File: config.mk
export PLATFORM = sky130hd
export DESIGN_NAME = sgif_flags
export DESIGN_NICKNAME = d
export VERILOG_FILES = /design/src/verilog/sgif_flags.v /design/src/verilog/sgif_edge_det.v
export VERILOG_INCLUDE_DIRS = /design/src /design/src/verilog
export SDC_FILE = /design/constraint.sdc
export NUM_CORES = 1
export LEC_CHECK = 0
export ABC_AREA = 0
export BUFFER_PORTS_ARGS = -buffer_cell sky130_fd_sc_hd__buf_2
export CORE_MARGIN = 1.5
export CORE_UTILIZATION = 34
export CTS_CLUSTER_SIZE = 20
export DETAILED_ROUTE_END_ITERATION = 8
export PLACE_DENSITY = 0.54
export RECOVER_POWER = 50
export SLEW_MARGIN = 25
export SYNTH_ARGS = -nofsm -noshare
export SYNTH_HDL_FRONTEND = slang
export SYNTH_SLANG_ARGS = --single-unit
File: constraint.sdc
create_clock -name clk -period 6.5 [get_ports clk]
set_input_delay 0.325 -clock clk [delete_from_list [all_inputs] [get_ports clk]]
set_output_delay 0.325 -clock clk [all_outputs]
set_load 0.01 [all_outputs]
File: src/verilog/sgif_map.vh
// register map, field layout and reset values of the supply and pin event flag block
// assumes a 32-bit avalon-mm slave port with byte addressing, one register per aligned word
`ifndef SGIF_MAP_VH
`define SGIF_MAP_VH

// ----------------------------------------------------------------------------
// bus geometry
// ----------------------------------------------------------------------------
`define SGIF_ADDR_W 17
`define SGIF_IDX_W 15
`define SGIF_DATA_W 32
`define SGIF_BE_W 4

// ----------------------------------------------------------------------------
// register indices (byte address = index * 4)
// ----------------------------------------------------------------------------
`define SGIF_IDX_REG_UV 15'h4013
`define SGIF_IDX_CONV_FLT 15'h4014
`define SGIF_IDX_PIN_EVT 15'h4015
`define SGIF_IDX_MASK_REG_UV 15'h4020
`define SGIF_IDX_MASK_CONV_FLT 15'h4021
`define SGIF_IDX_MASK_PIN_EVT 15'h4022
`define SGIF_IDX_TRIG_SEL 15'h4023
`define SGIF_IDX_LIVE_SUPPLY 15'h4024
`define SGIF_IDX_LIVE_PIN 15'h4025
`define SGIF_IDX_PENDING 15'h4026

// ----------------------------------------------------------------------------
// field layout
// ----------------------------------------------------------------------------
`define SGIF_FLAG_W 16
`define SGIF_N_REG 10
`define SGIF_N_CONV 4
`define SGIF_N_HC 2
`define SGIF_N_PIN 12
`define SGIF_N_SRC 28
`define SGIF_TRIG_W 24
`define SGIF_VALID_REG_UV 16'h03FF
`define SGIF_VALID_CONV_FLT 16'h030F
`define SGIF_VALID_PIN_EVT 16'h0FFF

// ----------------------------------------------------------------------------
// trigger select encoding, two bits per pin
// ----------------------------------------------------------------------------
`define SGIF_TRIG_RISE 2'h0
`define SGIF_TRIG_FALL 2'h1
`define SGIF_TRIG_BOTH 2'h2
`define SGIF_TRIG_OFF 2'h3

// ----------------------------------------------------------------------------
// reset values
// ----------------------------------------------------------------------------
`define SGIF_RST_FLAGS 16'h0000
`define SGIF_RST_TRIG 24'h000000
`define SGIF_RST_RDATA 32'h00000000

`endif

File: src/verilog/sgif_flags.v
// sticky supply-fault and pin event flags with an avalon-mm register port
// assumes fault conditions and pin levels are synchronous to clk and already debounced
//
// The Avalon-MM register port was left to the implementer.
`timescale 1ns/100ps
`default_nettype none
`include "sgif_map.vh"

module sgif_flags (
    // clock and reset
    input wire clk,
    input wire rst_n,
    input wire ce,
    // avalon-mm slave
    input wire [`SGIF_ADDR_W-1:0] avs_address,
    input wire avs_read,
    input wire avs_write,
    input wire [`SGIF_DATA_W-1:0] avs_writedata,
    input wire [`SGIF_BE_W-1:0] avs_byteenable,
    output reg [`SGIF_DATA_W-1:0] avs_readdata,
    output reg avs_waitrequest,
    // fault conditions, index 0 is unit one
    input wire [`SGIF_N_REG-1:0] reg_undervolt,
    input wire [`SGIF_N_CONV-1:0] conv_undervolt,
    input wire [`SGIF_N_HC-1:0] conv_overcurrent,
    // pin levels, index 0 is pin one
    input wire [`SGIF_N_PIN-1:0] pin_level,
    // interrupt
    output reg irq
);

    // ------------------------------------------------------------------------
    // state
    // ------------------------------------------------------------------------
    reg [`SGIF_FLAG_W-1:0] reg_undervoltage_flags_r;
    reg [`SGIF_FLAG_W-1:0] converter_fault_flags_r;
    reg [`SGIF_FLAG_W-1:0] pin_event_flags_r;
    reg [`SGIF_FLAG_W-1:0] mask_reg_uv_r;
    reg [`SGIF_FLAG_W-1:0] mask_conv_flt_r;
    reg [`SGIF_FLAG_W-1:0] mask_pin_evt_r;
    reg [`SGIF_TRIG_W-1:0] trig_sel_r;

    reg [`SGIF_FLAG_W-1:0] reg_undervoltage_flags_nxt;
    reg [`SGIF_FLAG_W-1:0] converter_fault_flags_nxt;
    reg [`SGIF_FLAG_W-1:0] pin_event_flags_nxt;
    reg [`SGIF_DATA_W-1:0] rdata_nxt;

    wire [`SGIF_N_SRC-1:0] src_level;
    wire [2*`SGIF_N_SRC-1:0] src_mode;
    wire [`SGIF_N_SRC-1:0] src_event;

    wire [`SGIF_FLAG_W-1:0] set_reg_uv;
    wire [`SGIF_FLAG_W-1:0] set_conv_flt;
    wire [`SGIF_FLAG_W-1:0] set_pin_evt;

    wire [`SGIF_IDX_W-1:0] word_idx;
    wire req;
    wire wr_acc;
    wire [`SGIF_DATA_W-1:0] lane_mask;
    wire [`SGIF_DATA_W-1:0] wr_bits;

    wire [`SGIF_FLAG_W-1:0] pend_reg_uv;
    wire [`SGIF_FLAG_W-1:0] pend_conv_flt;
    wire [`SGIF_FLAG_W-1:0] pend_pin_evt;

    // ------------------------------------------------------------------------
    // edge detection of all sources
    // ------------------------------------------------------------------------
    // supplies are always rising-edge; pins follow their trigger select
    assign src_level = {pin_level, conv_overcurrent, conv_undervolt, reg_undervolt};
    assign src_mode = {trig_sel_r, {2*(`SGIF_N_REG+`SGIF_N_CONV+`SGIF_N_HC){1'b0}}};

    sgif_edge_det #(
        .N(`SGIF_N_SRC)
    ) u_edge (
        .clk(clk),
        .rst_n(rst_n),
        .ce(ce),
        .level(src_level),
        .mode(src_mode),
        .event_hit(src_event)
    );

    // ------------------------------------------------------------------------
    // placement of events in the flag registers
    // ------------------------------------------------------------------------
    // regulators ten..one on bits 9..0
    assign set_reg_uv = {6'h00, src_event[9:0]};
    // converter undervoltage on bits 3..0, overcurrent two..one on bits 9..8
    assign set_conv_flt = {6'h00, src_event[15:14], 4'h0, src_event[13:10]};
    // pins twelve..four on bits 11..3, pins three..one on bits 2..0
    assign set_pin_evt = {4'h0, src_event[27:16]};

    // ------------------------------------------------------------------------
    // bus decode
    // ------------------------------------------------------------------------
    assign word_idx = avs_address[`SGIF_ADDR_W-1:2];
    assign req = avs_read | avs_write;
    // the write lands at the edge where waitrequest is sampled low
    assign wr_acc = avs_write & ~avs_waitrequest;
    assign lane_mask = {{8{avs_byteenable[3]}}, {8{avs_byteenable[2]}},
                        {8{avs_byteenable[1]}}, {8{avs_byteenable[0]}}};
    assign wr_bits = avs_writedata & lane_mask;

    // ------------------------------------------------------------------------
    // flag next state
    // ------------------------------------------------------------------------
    // set wins over a same-cycle write-one clear
    always @*
    begin
        reg_undervoltage_flags_nxt = reg_undervoltage_flags_r;
        converter_fault_flags_nxt = converter_fault_flags_r;
        pin_event_flags_nxt = pin_event_flags_r;
        if (wr_acc && word_idx == `SGIF_IDX_REG_UV)
        begin
            reg_undervoltage_flags_nxt = reg_undervoltage_flags_nxt & ~wr_bits[`SGIF_FLAG_W-1:0];
        end
        if (wr_acc && word_idx == `SGIF_IDX_CONV_FLT)
        begin
            converter_fault_flags_nxt = converter_fault_flags_nxt & ~wr_bits[`SGIF_FLAG_W-1:0];
        end
        if (wr_acc && word_idx == `SGIF_IDX_PIN_EVT)
        begin
            pin_event_flags_nxt = pin_event_flags_nxt & ~wr_bits[`SGIF_FLAG_W-1:0];
        end
        reg_undervoltage_flags_nxt = (reg_undervoltage_flags_nxt | set_reg_uv) & `SGIF_VALID_REG_UV;
        converter_fault_flags_nxt = (converter_fault_flags_nxt | set_conv_flt) & `SGIF_VALID_CONV_FLT;
        pin_event_flags_nxt = (pin_event_flags_nxt | set_pin_evt) & `SGIF_VALID_PIN_EVT;
    end

    // ------------------------------------------------------------------------
    // flag registers
    // ------------------------------------------------------------------------
    always @(posedge clk or negedge rst_n)
    begin
        if (!rst_n)
        begin
            reg_undervoltage_flags_r <= `SGIF_RST_FLAGS;
            converter_fault_flags_r <= `SGIF_RST_FLAGS;
            pin_event_flags_r <= `SGIF_RST_FLAGS;
        end
        else if (ce)
        begin
            reg_undervoltage_flags_r <= reg_undervoltage_flags_nxt;
            converter_fault_flags_r <= converter_fault_flags_nxt;
            pin_event_flags_r <= pin_event_flags_nxt;
        end
    end

    // ------------------------------------------------------------------------
    // mask and trigger select registers
    // ------------------------------------------------------------------------
    // masks come up all masked; a one masks the flag from irq
    always @(posedge clk or negedge rst_n)
    begin
        if (!rst_n)
        begin
            mask_reg_uv_r <= `SGIF_VALID_REG_UV;
            mask_conv_flt_r <= `SGIF_VALID_CONV_FLT;
            mask_pin_evt_r <= `SGIF_VALID_PIN_EVT;
            trig_sel_r <= `SGIF_RST_TRIG;
        end
        else if (ce && wr_acc)
        begin
            if (word_idx == `SGIF_IDX_MASK_REG_UV)
            begin
                mask_reg_uv_r <= ((mask_reg_uv_r & ~lane_mask[`SGIF_FLAG_W-1:0])
                                 | wr_bits[`SGIF_FLAG_W-1:0]) & `SGIF_VALID_REG_UV;
            end
            if (word_idx == `SGIF_IDX_MASK_CONV_FLT)
            begin
                mask_conv_flt_r <= ((mask_conv_flt_r & ~lane_mask[`SGIF_FLAG_W-1:0])
                                   | wr_bits[`SGIF_FLAG_W-1:0]) & `SGIF_VALID_CONV_FLT;
            end
            if (word_idx == `SGIF_IDX_MASK_PIN_EVT)
            begin
                mask_pin_evt_r <= ((mask_pin_evt_r & ~lane_mask[`SGIF_FLAG_W-1:0])
                                  | wr_bits[`SGIF_FLAG_W-1:0]) & `SGIF_VALID_PIN_EVT;
            end
            // pin n uses bits 2n-1..2n-2
            if (word_idx == `SGIF_IDX_TRIG_SEL)
            begin
                trig_sel_r <= (trig_sel_r & ~lane_mask[`SGIF_TRIG_W-1:0])
                              | wr_bits[`SGIF_TRIG_W-1:0];
            end
        end
    end

    // ------------------------------------------------------------------------
    // read data mux
    // ------------------------------------------------------------------------
    assign pend_reg_uv = reg_undervoltage_flags_r & ~mask_reg_uv_r;
    assign pend_conv_flt = converter_fault_flags_r & ~mask_conv_flt_r;
    assign pend_pin_evt = pin_event_flags_r & ~mask_pin_evt_r;

    // unmapped words read zero
    always @*
    begin
        rdata_nxt = `SGIF_RST_RDATA;
        case (word_idx)
            `SGIF_IDX_REG_UV:
            begin
                rdata_nxt = {16'h0000, reg_undervoltage_flags_r};
            end
            `SGIF_IDX_CONV_FLT:
            begin
                rdata_nxt = {16'h0000, converter_fault_flags_r};
            end
            `SGIF_IDX_PIN_EVT:
            begin
                rdata_nxt = {16'h0000, pin_event_flags_r};
            end
            `SGIF_IDX_MASK_REG_UV:
            begin
                rdata_nxt = {16'h0000, mask_reg_uv_r};
            end
            `SGIF_IDX_MASK_CONV_FLT:
            begin
                rdata_nxt = {16'h0000, mask_conv_flt_r};
            end
            `SGIF_IDX_MASK_PIN_EVT:
            begin
                rdata_nxt = {16'h0000, mask_pin_evt_r};
            end
            `SGIF_IDX_TRIG_SEL:
            begin
                rdata_nxt = {8'h00, trig_sel_r};
            end
            // live levels in the same layout as the flags
            `SGIF_IDX_LIVE_SUPPLY:
            begin
                rdata_nxt = {6'h00, conv_overcurrent, 4'h0, conv_undervolt, 6'h00, reg_undervolt};
            end
            `SGIF_IDX_LIVE_PIN:
            begin
                rdata_nxt = {20'h00000, pin_level};
            end
            // which flag register has an unmasked flag set
            `SGIF_IDX_PENDING:
            begin
                rdata_nxt = {29'h00000000, |pend_pin_evt, |pend_conv_flt, |pend_reg_uv};
            end
            default:
            begin
                rdata_nxt = `SGIF_RST_RDATA;
            end
        endcase
    end

    // ------------------------------------------------------------------------
    // bus handshake
    // ------------------------------------------------------------------------
    // waitrequest idles high and drops for one cycle, one cycle after a request
    always @(posedge clk or negedge rst_n)
    begin
        if (!rst_n)
        begin
            avs_waitrequest <= 1'b1;
            avs_readdata <= `SGIF_RST_RDATA;
        end
        else if (ce)
        begin
            if (req && avs_waitrequest)
            begin
                avs_waitrequest <= 1'b0;
                avs_readdata <= avs_read ? rdata_nxt : `SGIF_RST_RDATA;
            end
            else
            begin
                avs_waitrequest <= 1'b1;
            end
        end
    end

    // ------------------------------------------------------------------------
    // interrupt output
    // ------------------------------------------------------------------------
    // from next flag values so irq follows the flags in the same cycle
    always @(posedge clk or negedge rst_n)
    begin
        if (!rst_n)
        begin
            irq <= 1'b0;
        end
        else if (ce)
        begin
            irq <= |(reg_undervoltage_flags_nxt & ~mask_reg_uv_r)
                 | |(converter_fault_flags_nxt & ~mask_conv_flt_r)
                 | |(pin_event_flags_nxt & ~mask_pin_evt_r);
        end
    end

endmodule // sgif_flags
`default_nettype wire

File: src/verilog/sgif_edge_det.v
// per-source edge detector with a selectable trigger per source
// assumes the sources are synchronous to clk; no event in the first enabled cycle after reset
`timescale 1ns/100ps
`default_nettype none
`include "sgif_map.vh"

module sgif_edge_det #(
    parameter N = `SGIF_N_SRC
) (
    // clock and reset
    input wire clk,
    input wire rst_n,
    input wire ce,
    // sources and trigger selects
    input wire [N-1:0] level,
    input wire [2*N-1:0] mode,
    // one-cycle event per source
    output wire [N-1:0] event_hit
);

    reg [N-1:0] prev_r;
    reg armed_r;

    // ------------------------------------------------------------------------
    // history of each source
    // ------------------------------------------------------------------------
    always @(posedge clk or negedge rst_n)
    begin
        if (!rst_n)
        begin
            prev_r <= {N{1'b0}};
            armed_r <= 1'b0;
        end
        else if (ce)
        begin
            prev_r <= level;
            armed_r <= 1'b1;
        end
    end

    // ------------------------------------------------------------------------
    // edge decode per source
    // ------------------------------------------------------------------------
    genvar i;
    generate
        for (i = 0; i < N; i = i + 1)
        begin : g_src
            wire [1:0] m = mode[2*i+1:2*i];
            wire rise = level[i] & ~prev_r[i];
            wire fall = ~level[i] & prev_r[i];
            assign event_hit[i] = armed_r & ((m == `SGIF_TRIG_RISE) ? rise :
                                             (m == `SGIF_TRIG_FALL) ? fall :
                                             (m == `SGIF_TRIG_BOTH) ? (rise | fall) : 1'b0);
        end
    endgenerate

endmodule // sgif_edge_det
`default_nettype wire

; ---- Yosys cells after proc, flatten, opt, wreduce, memory -nomap -nowiden
; Cells that the tools add are included.
[op_classes]
n_addsub = 0
multipliers = 0
div = 0
n_lt_le_gt_ge = 0
n_eq_ne = 34
n_shift = 0
mux = 42
bitwise = 152
reduce_logical = 28
[ops]
columns = cell, count
row1 = 26-bit case mux with 10 select lines, 1
row2 = 15-bit equality test (second input constant), 10
row3 = 16-bit OR reduction, 6
row4 = 1-bit bitwise AND, 69
row5 = 10-bit by 16-bit bitwise AND with 16-bit output, 4
row6 = 24-bit bitwise AND, 2
row7 = 1-bit inverter, 41
row8 = 10-bit bitwise AND, 4
row9 = 10-bit OR, 4
row10 = 1-bit two-way mux, 37
row11 = 12-bit by 16-bit bitwise AND with 16-bit output, 2
row12 = 32-bit two-way mux, 1
row13 = 10-bit inverter with 16-bit output, 2
row14 = 12-bit bitwise AND, 2
row15 = 2-bit by 1-bit equality test with 1-bit output (second input constant), 12
row16 = 2-bit equality test (second input constant), 12
row17 = 2-bit logical NOT, 12
row18 = 12-bit inverter, 2
row19 = 24-bit inverter, 1
row20 = 12-bit OR, 2
row21 = 24-bit OR, 1
row22 = 10-bit two-way mux, 2
row23 = 12-bit inverter with 16-bit output, 1
row24 = 1-bit OR, 15
row25 = other kinds (3), 11
[word_totals]
ff_bits = 143
latchBits = 0
mem_bits_rw = 0
rom_bits = 0
in_bits = 86
n_memories = 0

; ---- Longest topological paths before layout
; Gate-level depths: netlist of the first run.
[logic_depth]
word_depth = 11
ltp_mapped = 9

; ---- Modules after synthesis
; Synthesis of the first run repeated with hierarchy kept, for this count alone.
[hier_totals]
cells_unflattened = 872
area_unflattened_um2 = 8659.6
[by_module_without_submodules]
columns = module, n_inst, cells_each, area_per_inst_um2, seq_area_each_um2
row1 = sgif_flags, 1, 576, 5938.2, 2738.9
row2 = sgif_edge_det, 1, 296, 2721.4, 725.7

; ---- Least setup slack after synthesis of the first run
; Ideal clock, no wire load.
[synth_timing]
kind = input to register
from = input port avs_address[10]
to = register irq
setup_ns = 0.136
arrival_time_ns = 2.515
t_required_ns = 6.364
path_slack_ns = 3.849
cell_stages = 8
path_buffers = 1
path_cell_list = or4_1 > buf_2 > or4_4 > o21ai_1 > a21oi_1 > or4_1 > nor4_1 > a31oi_1
[synth_via]
elab_chain_len = 8
word_cells_on_any_way = 20
[synth_rtl]
columns = element, line_no
row1 = "start, declared", sgif_flags.v:15  ; input wire [`SGIF_ADDR_W-1:0] avs_address,
row2 = 15-bit equality test, n/a
row3 = 1-bit logical AND (no source line), n/a
row4 = "10-bit two-way mux, on equally long branches", "sgif_flags.v:114, sgif_flags.v:118"
row5 = "10-bit OR, on equally long branches", "sgif_flags.v:126, sgif_flags.v:127"
row6 = "10-bit by 16-bit bitwise AND with 16-bit output, on equally long branches", "sgif_flags.v:287, sgif_flags.v:288"
row7 = "16-bit OR reduction, on equally long branches", "sgif_flags.v:287, sgif_flags.v:288"
row8 = 1-bit OR, sgif_flags.v:288  ; | |(converter_fault_flags_nxt & ~mask_conv_flt_r)
row9 = 1-bit OR *, sgif_flags.v:289  ; | |(pin_event_flags_nxt & ~mask_pin_evt_r);
row10 = "end signal, assigned", sgif_flags.v:287  ; irq <= |(reg_undervoltage_flags_nxt & ~mask_reg_uv_r)
row11 = "end, declared", sgif_flags.v:29  ; output reg irq
; Mark *: on every way between the ends. The rest lies on a longest branch, timed or not.
; A chain may end at the register's enable or synchronous reset.

==> results of run 1 <==
[metal layers]
metal	vias up	global-route usage, %	share of wire (%)
met1	3201	32.1	46
met2	298	32.1	43
met5	-	0	0.040
met4	2	8.28	2.8
li1	2935	-	-
met3	43	5.85	7.8
[power by group through the flow]
stage / Clock (W) / Combinational [W] / Sequential, W
after floorplan: 0 / 0.0000844 / 0.000896
after global placement: 0 / 0.000168 / 0.000897
after detailed placement: 0 / 0.000170 / 0.000898
after CTS: 0.00112 / 0.000171 / 0.000883
after global routing: 0.00116 / 0.000193 / 0.000885
final: 0.00111 / 0.000172 / 0.000883
[through the flow]
| stage | total power, W | area, µm² |
|---|---|---|
| final | 0.00216 | 8980 |
| after floorplan | 0.000980 | 7560 |
| after CTS | 0.00217 | 9010 |
| after global placement | 0.00107 | 8320 |
| after detailed placement | 0.00107 | 8330 |
| after global routing | 0.00224 | 8980 |
[final cells by class]
cell class                      instances  area [µm²]
Inverter                               42         158
Timing Repair Buffer                  113         572
Clock buffer                           19         453
Fill cell                            2207       12800
Clock inverter                         13         215
Tap cell                              280         350
Sequential cell                       137        3460
Multi-Input combinational cell        541        3770
[logic make-up (layout without fill, tap and decap cells)]
logic type               after synthesis  in the layout  synth area share [%]
AO/OA/AOI/OAI                        199            199                  17.4
adder cells (fa/ha/maj)               24             24                  3.98
AND/OR/NAND/NOR                      225            225                  15.4
multiplexers                          87             87                  12.8
flip-flops                           137            137                  46.0
other                                  1              6                0.0498
buffers and inverters                 81            187                  4.40
[worst max-delay path: stages]
cell      delay, ns
clkbuf_1       0.27
clkbuf_1       2.21
inv_1          0.89
nor2_1         0.48
nand3_1        0.12
a22o_1         0.22
[path summary, 6_finish.rpt]
kind	slack [ns]	end	startpoint
worst min register to register	0.48	avs_readdata[4]	avs_readdata[4]
max in group asynchronous	2.50	asynchronous set/reset pin	rst_n
min in group asynchronous	1.77	irq	rst_n
worst max register to register	3.59	irq	avs_waitrequest
worst max-delay path	2.28	converter_fault_flags_r[2]	ce
worst min-delay path	0.11	flop	avs_writedata[13]
[what timing repair did]
action | 4_1_cts | 5_1_grt
hold endpoints to repair | 45 | 0
buffers inserted | 0 | 0
hold buffers | 1 | 0
[Yosys cell counts (5+ instances only)]
| library cell | instances |
|---|---|
| a21o_1 | 7 |
| a21oi_1 | 24 |
| a221oi_1 | 5 |
| a222oi_1 | 13 |
| a22o_1 | 23 |
| and2_1 | 6 |
| buf_4 | 6 |
| clkbuf_1 | 27 |
| dfrtp_1 | 108 |
| dfstp_2 | 29 |
| ha_1 | 24 |
| inv_1 | 42 |
| mux2_2 | 77 |
| mux2i_1 | 10 |
| nand2_1 | 87 |
| nand2b_1 | 14 |
| nand3_1 | 18 |
| nand3b_1 | 7 |
| nor2_1 | 32 |
| nor2b_1 | 8 |
| nor3_1 | 8 |
| nor4_1 | 5 |
| o211ai_1 | 5 |
| o21ai_0 | 78 |
| o22ai_1 | 12 |
==> flow_summary.json, run 1 <==
{
  "rsz0062_at_grt": "no",
  "avgSynthCellArea_um2": 10.0,
  "pin_count": 120,
  "vias_per_cell": 5.66,
  "post-dp-hpwl_mm": 17.8,
  "synth_top_flop_cell": "dfrtp_1",
  "synthCells": 754,
  "htree_num_levels": 4,
  "nNetsFinal": 962,
  "cts_sinks": 137,
  "worst_ep_required_time_ns": 6.81,
  "ys_ff_latch": 137,
  "drt_iter0_markers": 838,
  "synthTopCellsByArea": "dfrtp_1, mux2_2, dfstp_2",
  "synth-edff-count": 0,
  "portBuffers": 102,
  "final_common_cell": "dfrtp_1",
  "arrival_ns": 4.53,
  "cts_buffers": 17,
  "fmax_ghz": 0.237,
  "grt_pass1_vias": 6314,
  "setup_violations": 0,
  "fp-row-count": 54,
  "core_area_mm2": 0.0218,
  "clock_skew_ns": 0.0138,
  "placed_cells": 1111,
  "fp.dieW_um": 152,
  "avgRoutedWirePerCell_um": 22.0,
  "hold_viol": 0,
  "antenna_found_initial": 1,
  "drive_above_1_share_pct": 26.6,
  "cap_violations": 2,
  "power.internal_w": 0.00164,
  "p_leak_nw": 4.02,
  "path_max_fanout": 63,
  "cts-root-buf": "clkbuf_16",
  "post_cts_resize_count": 0,
  "min_period_ns": 4.22,
  "place.gp.congestion": 0.913,
  "wirelength_mm": 25.2,
  "finish.utilization_pct": 41.3,
  "yosysSeqAreaShare_pct": 46.0,
  "slew_viol_final": 130,
  "drc_errors": 0,
  "synth.distinct_cells": 61,
  "reg2reg_depth": 7,
  "crit_path_end_kind": "flop",
  "violations": "max-capacitance violations, max-slew violations",
  "switching_share_pct": 24.2,
  "diodes": 0,
  "worst_slew_pin_slew_ns": 3.84,
  "cts_tree": "built",
  "crit_type": "in2reg",
  "p_comb_share_pct": 8.0,
  "layout_setup_ws_ns": 2.28,
  "critPathLaunchType": "input pin",
  "clk_pin_slew_ns": 0.07,
  "dieArea_mm2": 0.0231,
  "switchingPower_w": 0.000524,
  "dp_worst_setup_slack_ns": 3.04,
  "gr-total-overflow": 0,
  "grt_max_degree": 74,
  "whs_ns": 0.109,
  "yosys.area.top_type": "dfrtp_1",
  "clk_latency_ns": 0.44,
  "drtPass1Iterations": 6,
  "grt_usage_pct": 22.3,
  "status": "finished, violations left",
  "hold_path_class": "in2reg",
  "drtAntennaViolNets": 0,
  "hold_depth": 2,
  "period_share_pct": 64.9,
  "pwr-share-clk_pct": 51.2,
  "setup_tns_ns": 0,
  "vdd_drop_max_uv": 177,
  "post_layout_nonfiller_instances": 1145,
  "yosysTopAreaCellShare_pct": 35.9,
  "syn-cell-area_mm2": 0.00754,
  "grt_first_pass_wirelength_mm": 39.1,
  "slew-limit-headroom_pct": -156,
  "dr_total_vias": 6479,
  "cts_max_path_buffers": 2,
  "p_per_area_mw_per_mm2": 241,
  "die_y_um": 152,
  "layout_common_cells": "dfrtp_1, nand2_1, o21ai_0",
  "power_frac_seq_pct": 40.8,
  "postSynth.asyncResetShare_pct": 100,
  "initial_core_util_pct": 34.6,
  "areaGrowthSynthToFinish_pct": 19.2,
  "synth_warnings": 0
}
Power figures use the tool's default switching activity.
==> inputs of run 2 (changes only) <==
--- a/config.mk
+++ b/config.mk
@@ -12,7 +12,7 @@
 export CORE_UTILIZATION = 34
 export CTS_CLUSTER_SIZE = 20
 export DETAILED_ROUTE_END_ITERATION = 8
-export PLACE_DENSITY = 0.54
+export PLACE_DENSITY = 0.55
 export RECOVER_POWER = 50
 export SLEW_MARGIN = 25
 export SYNTH_ARGS = -nofsm -noshare
==> constraint.sdc (replaced) <==
create_clock -name clk -period 3.4 [get_ports clk]
set_input_delay 0.17 -clock clk [delete_from_list [all_inputs] [get_ports clk]]
set_output_delay 0.17 -clock clk [all_outputs]
set_load 0.01 [all_outputs]
==> run 2 against run 1 <==
The flow still finishes with violations (max-capacitance violations, max-slew violations); register-to-register slack lost 2.9 ns; setup slack worse by 1.8 ns; clock-buffer cell count is the same; via count is 0.28% higher; first-iteration DRC count down 19%; flip-flop and latch count is the same; global-route usage shrank 0.63 points; largest cell class unchanged; largest power group unchanged.
==> flow_summary.json, run 2 (same netlist as run 1, synthesis figures left out) <==
{
  "status": "finished, violations left",
  "violations": "max-capacitance violations, max-slew violations",
  "setup_tns_ns": 0,
  "gr-total-overflow": 0,
  "final_common_cell": "dfrtp_1",
  "crit_type": "in2reg",
  "vdd_drop_max_uv": 233,
  "slew-limit-headroom_pct": -19.6,
  "drc_errors": 0,
  "die_y_um": 152,
  "place.gp.congestion": 0.920,
  "fp.dieW_um": 152,
  "drt_iter0_markers": 677,
  "min-delay-start": "pin_level[2]",
  "htree_num_levels": 4,
  "min_period_ns": 2.94,
  "grt_max_degree": 71,
  "drive_above_1_share_pct": 26.3,
  "postCtsSetupBuffers": 0,
  "rrSetupSlack_ns": 0.66,
  "grt_first_pass_wirelength_mm": 38.4,
  "critPathLaunchType": "input pin",
  "hold_depth": 3,
  "worst_slew_pin_slew_ns": 1.79,
  "grt_pass1_vias": 6373,
  "setup_violations": 0,
  "rsz0062_at_grt": "no",
  "power_w": 0.00391,
  "layout_common_cells": "dfrtp_1, nand2_1, o21ai_0",
  "hold_path_class": "in2reg",
  "antenna_found_initial": 0,
  "post-dp-hpwl_mm": 18.2,
  "core_area_mm2": 0.0218,
  "wirelength_mm": 24.8,
  "cts_buffers": 17,
  "nFillCells": 2136,
  "pin_count": 120,
  "avgRoutedWirePerCell_um": 21.1,
  "drtPass1Iterations": 6,
  "multi_input_area_mm2": 0.00377,
  "grt_usage_pct": 21.7,
  "crit_path_end_kind": "flop",
  "drtAntennaViolNets": 0,
  "fp-row-count": 54,
  "worst_ep_required_time_ns": 3.72,
  "clk_pin_slew_ns": 0.06,
  "cts-root-buf": "clkbuf_16",
  "min_to": "u_edge.prev_r[18]",
  "cts_max_path_buffers": 2,
  "hold_viol": 0,
  "portBuffers": 102,
  "clk_latency_ns": 0.44,
  "cts_sinks": 137,
  "period_share_pct": 86.4,
  "fmax_ghz": 0.340,
  "timing.rr.end": "irq",
  "seqCellArea_mm2": 0.00346,
  "path_max_fanout": 33,
  "clock_skew_ns": 0.0102,
  "arrival_ns": 3.26,
  "dr_total_vias": 6497,
  "nNetsFinal": 995,
  "dieArea_mm2": 0.0231,
  "slew_viol_final": 105,
  "diodes": 0,
  "reg2reg_depth": 7,
  "p_leak_nw": 4.14,
  "cts_tree": "built",
  "vias_per_cell": 5.52,
  "initial_core_util_pct": 34.6,
  "p_per_area_mw_per_mm2": 425,
  "cap_violations": 2,
  "areaGrowthSynthToFinish_pct": 21.9
}
-- run 2: changes by cell type in the layout (fill, tap and decap cells not counted), sizes merged --
cell / previous run / this run
dlygate4sd3: 1 / 27
buf: 81 / 87
clkinv: 1 / 7
clkinvlp: 4 / 0
bufinv: 5 / 2
clkbuf: 50 / 51
inv: 45 / 46
-- run 2: where the power goes --
| group | internal [W] | leakage (nW) | switching, W |
|---|---|---|---|
| logic | 0.000135 | 2.25 | 0.000214 |
| clock network | 0.00111 | 0.292 | 0.000763 |
| registers | 0.00167 | 1.59 | 0.0000202 |
-- run 2: repair_timing --
item                                    4_1_cts  5_1_grt
hold buffers                                 27        0
hold endpoints to repair                     76        0
gates resized for setup                       0        0
endpoints found under the setup margin        0        0
-- run 2: routing by layer --
metal	share of wire [%]	vias up	global-route usage, %
met5	0	-	0
met4	1.7	0	6.29
met3	7.8	27	5.11
met2	45	251	33.5
met1	45	3222	30.3
li1	-	2997	-
-- run 2: cell type report --
class                   count  area share, %
clock buffers              19           4.82
clock inverters            13           1.54
inverters                  42           1.72
multi-input cells         541           41.0
flip-flops and latches    137           37.7
well taps                 280           3.81
repair buffers            146           9.42
-- run 2: critical path, cell delays in order --
cell	delay (ns)
clkbuf_1	0.53
clkbuf_1	1.18
inv_1	0.62
or3_1	0.55
a22o_1	0.19
-- run 2: per-stage QoR --
step           setup slack [ns]  utilization, %  cell area [µm²]  hold WS [ns]  instances
2_1_floorplan             0.904               -             7560        -0.126        759
3_3_place_gp              0.356            38.6             8400         0.235       1119
3_5_place_dp              0.387            38.6             8400         0.231       1119
4_1_cts                   0.710            42.5             9250      0.000111       1178
5_1_grt                   0.231            42.2             9190        0.0215       1178
6_report                  0.462            42.2             9190       0.00623       1178
-- run 2: worst max-delay path by stage --
stage                                  end  cells after the start  slack, ns       startpoint
6_report       reg_undervoltage_flags_r[2]                      5       0.46               ce
5_1_grt                  u_edge.prev_r[16]                      3       0.23            rst_n
4_1_cts                                irq                      7       0.71  avs_waitrequest
3_5_place_dp              avs_readdata[24]                      8       0.39  avs_address[10]
3_3_place_gp              avs_readdata[25]                      8       0.36  avs_address[10]
2_1_floorplan                          irq                      8       0.90  avs_address[10]
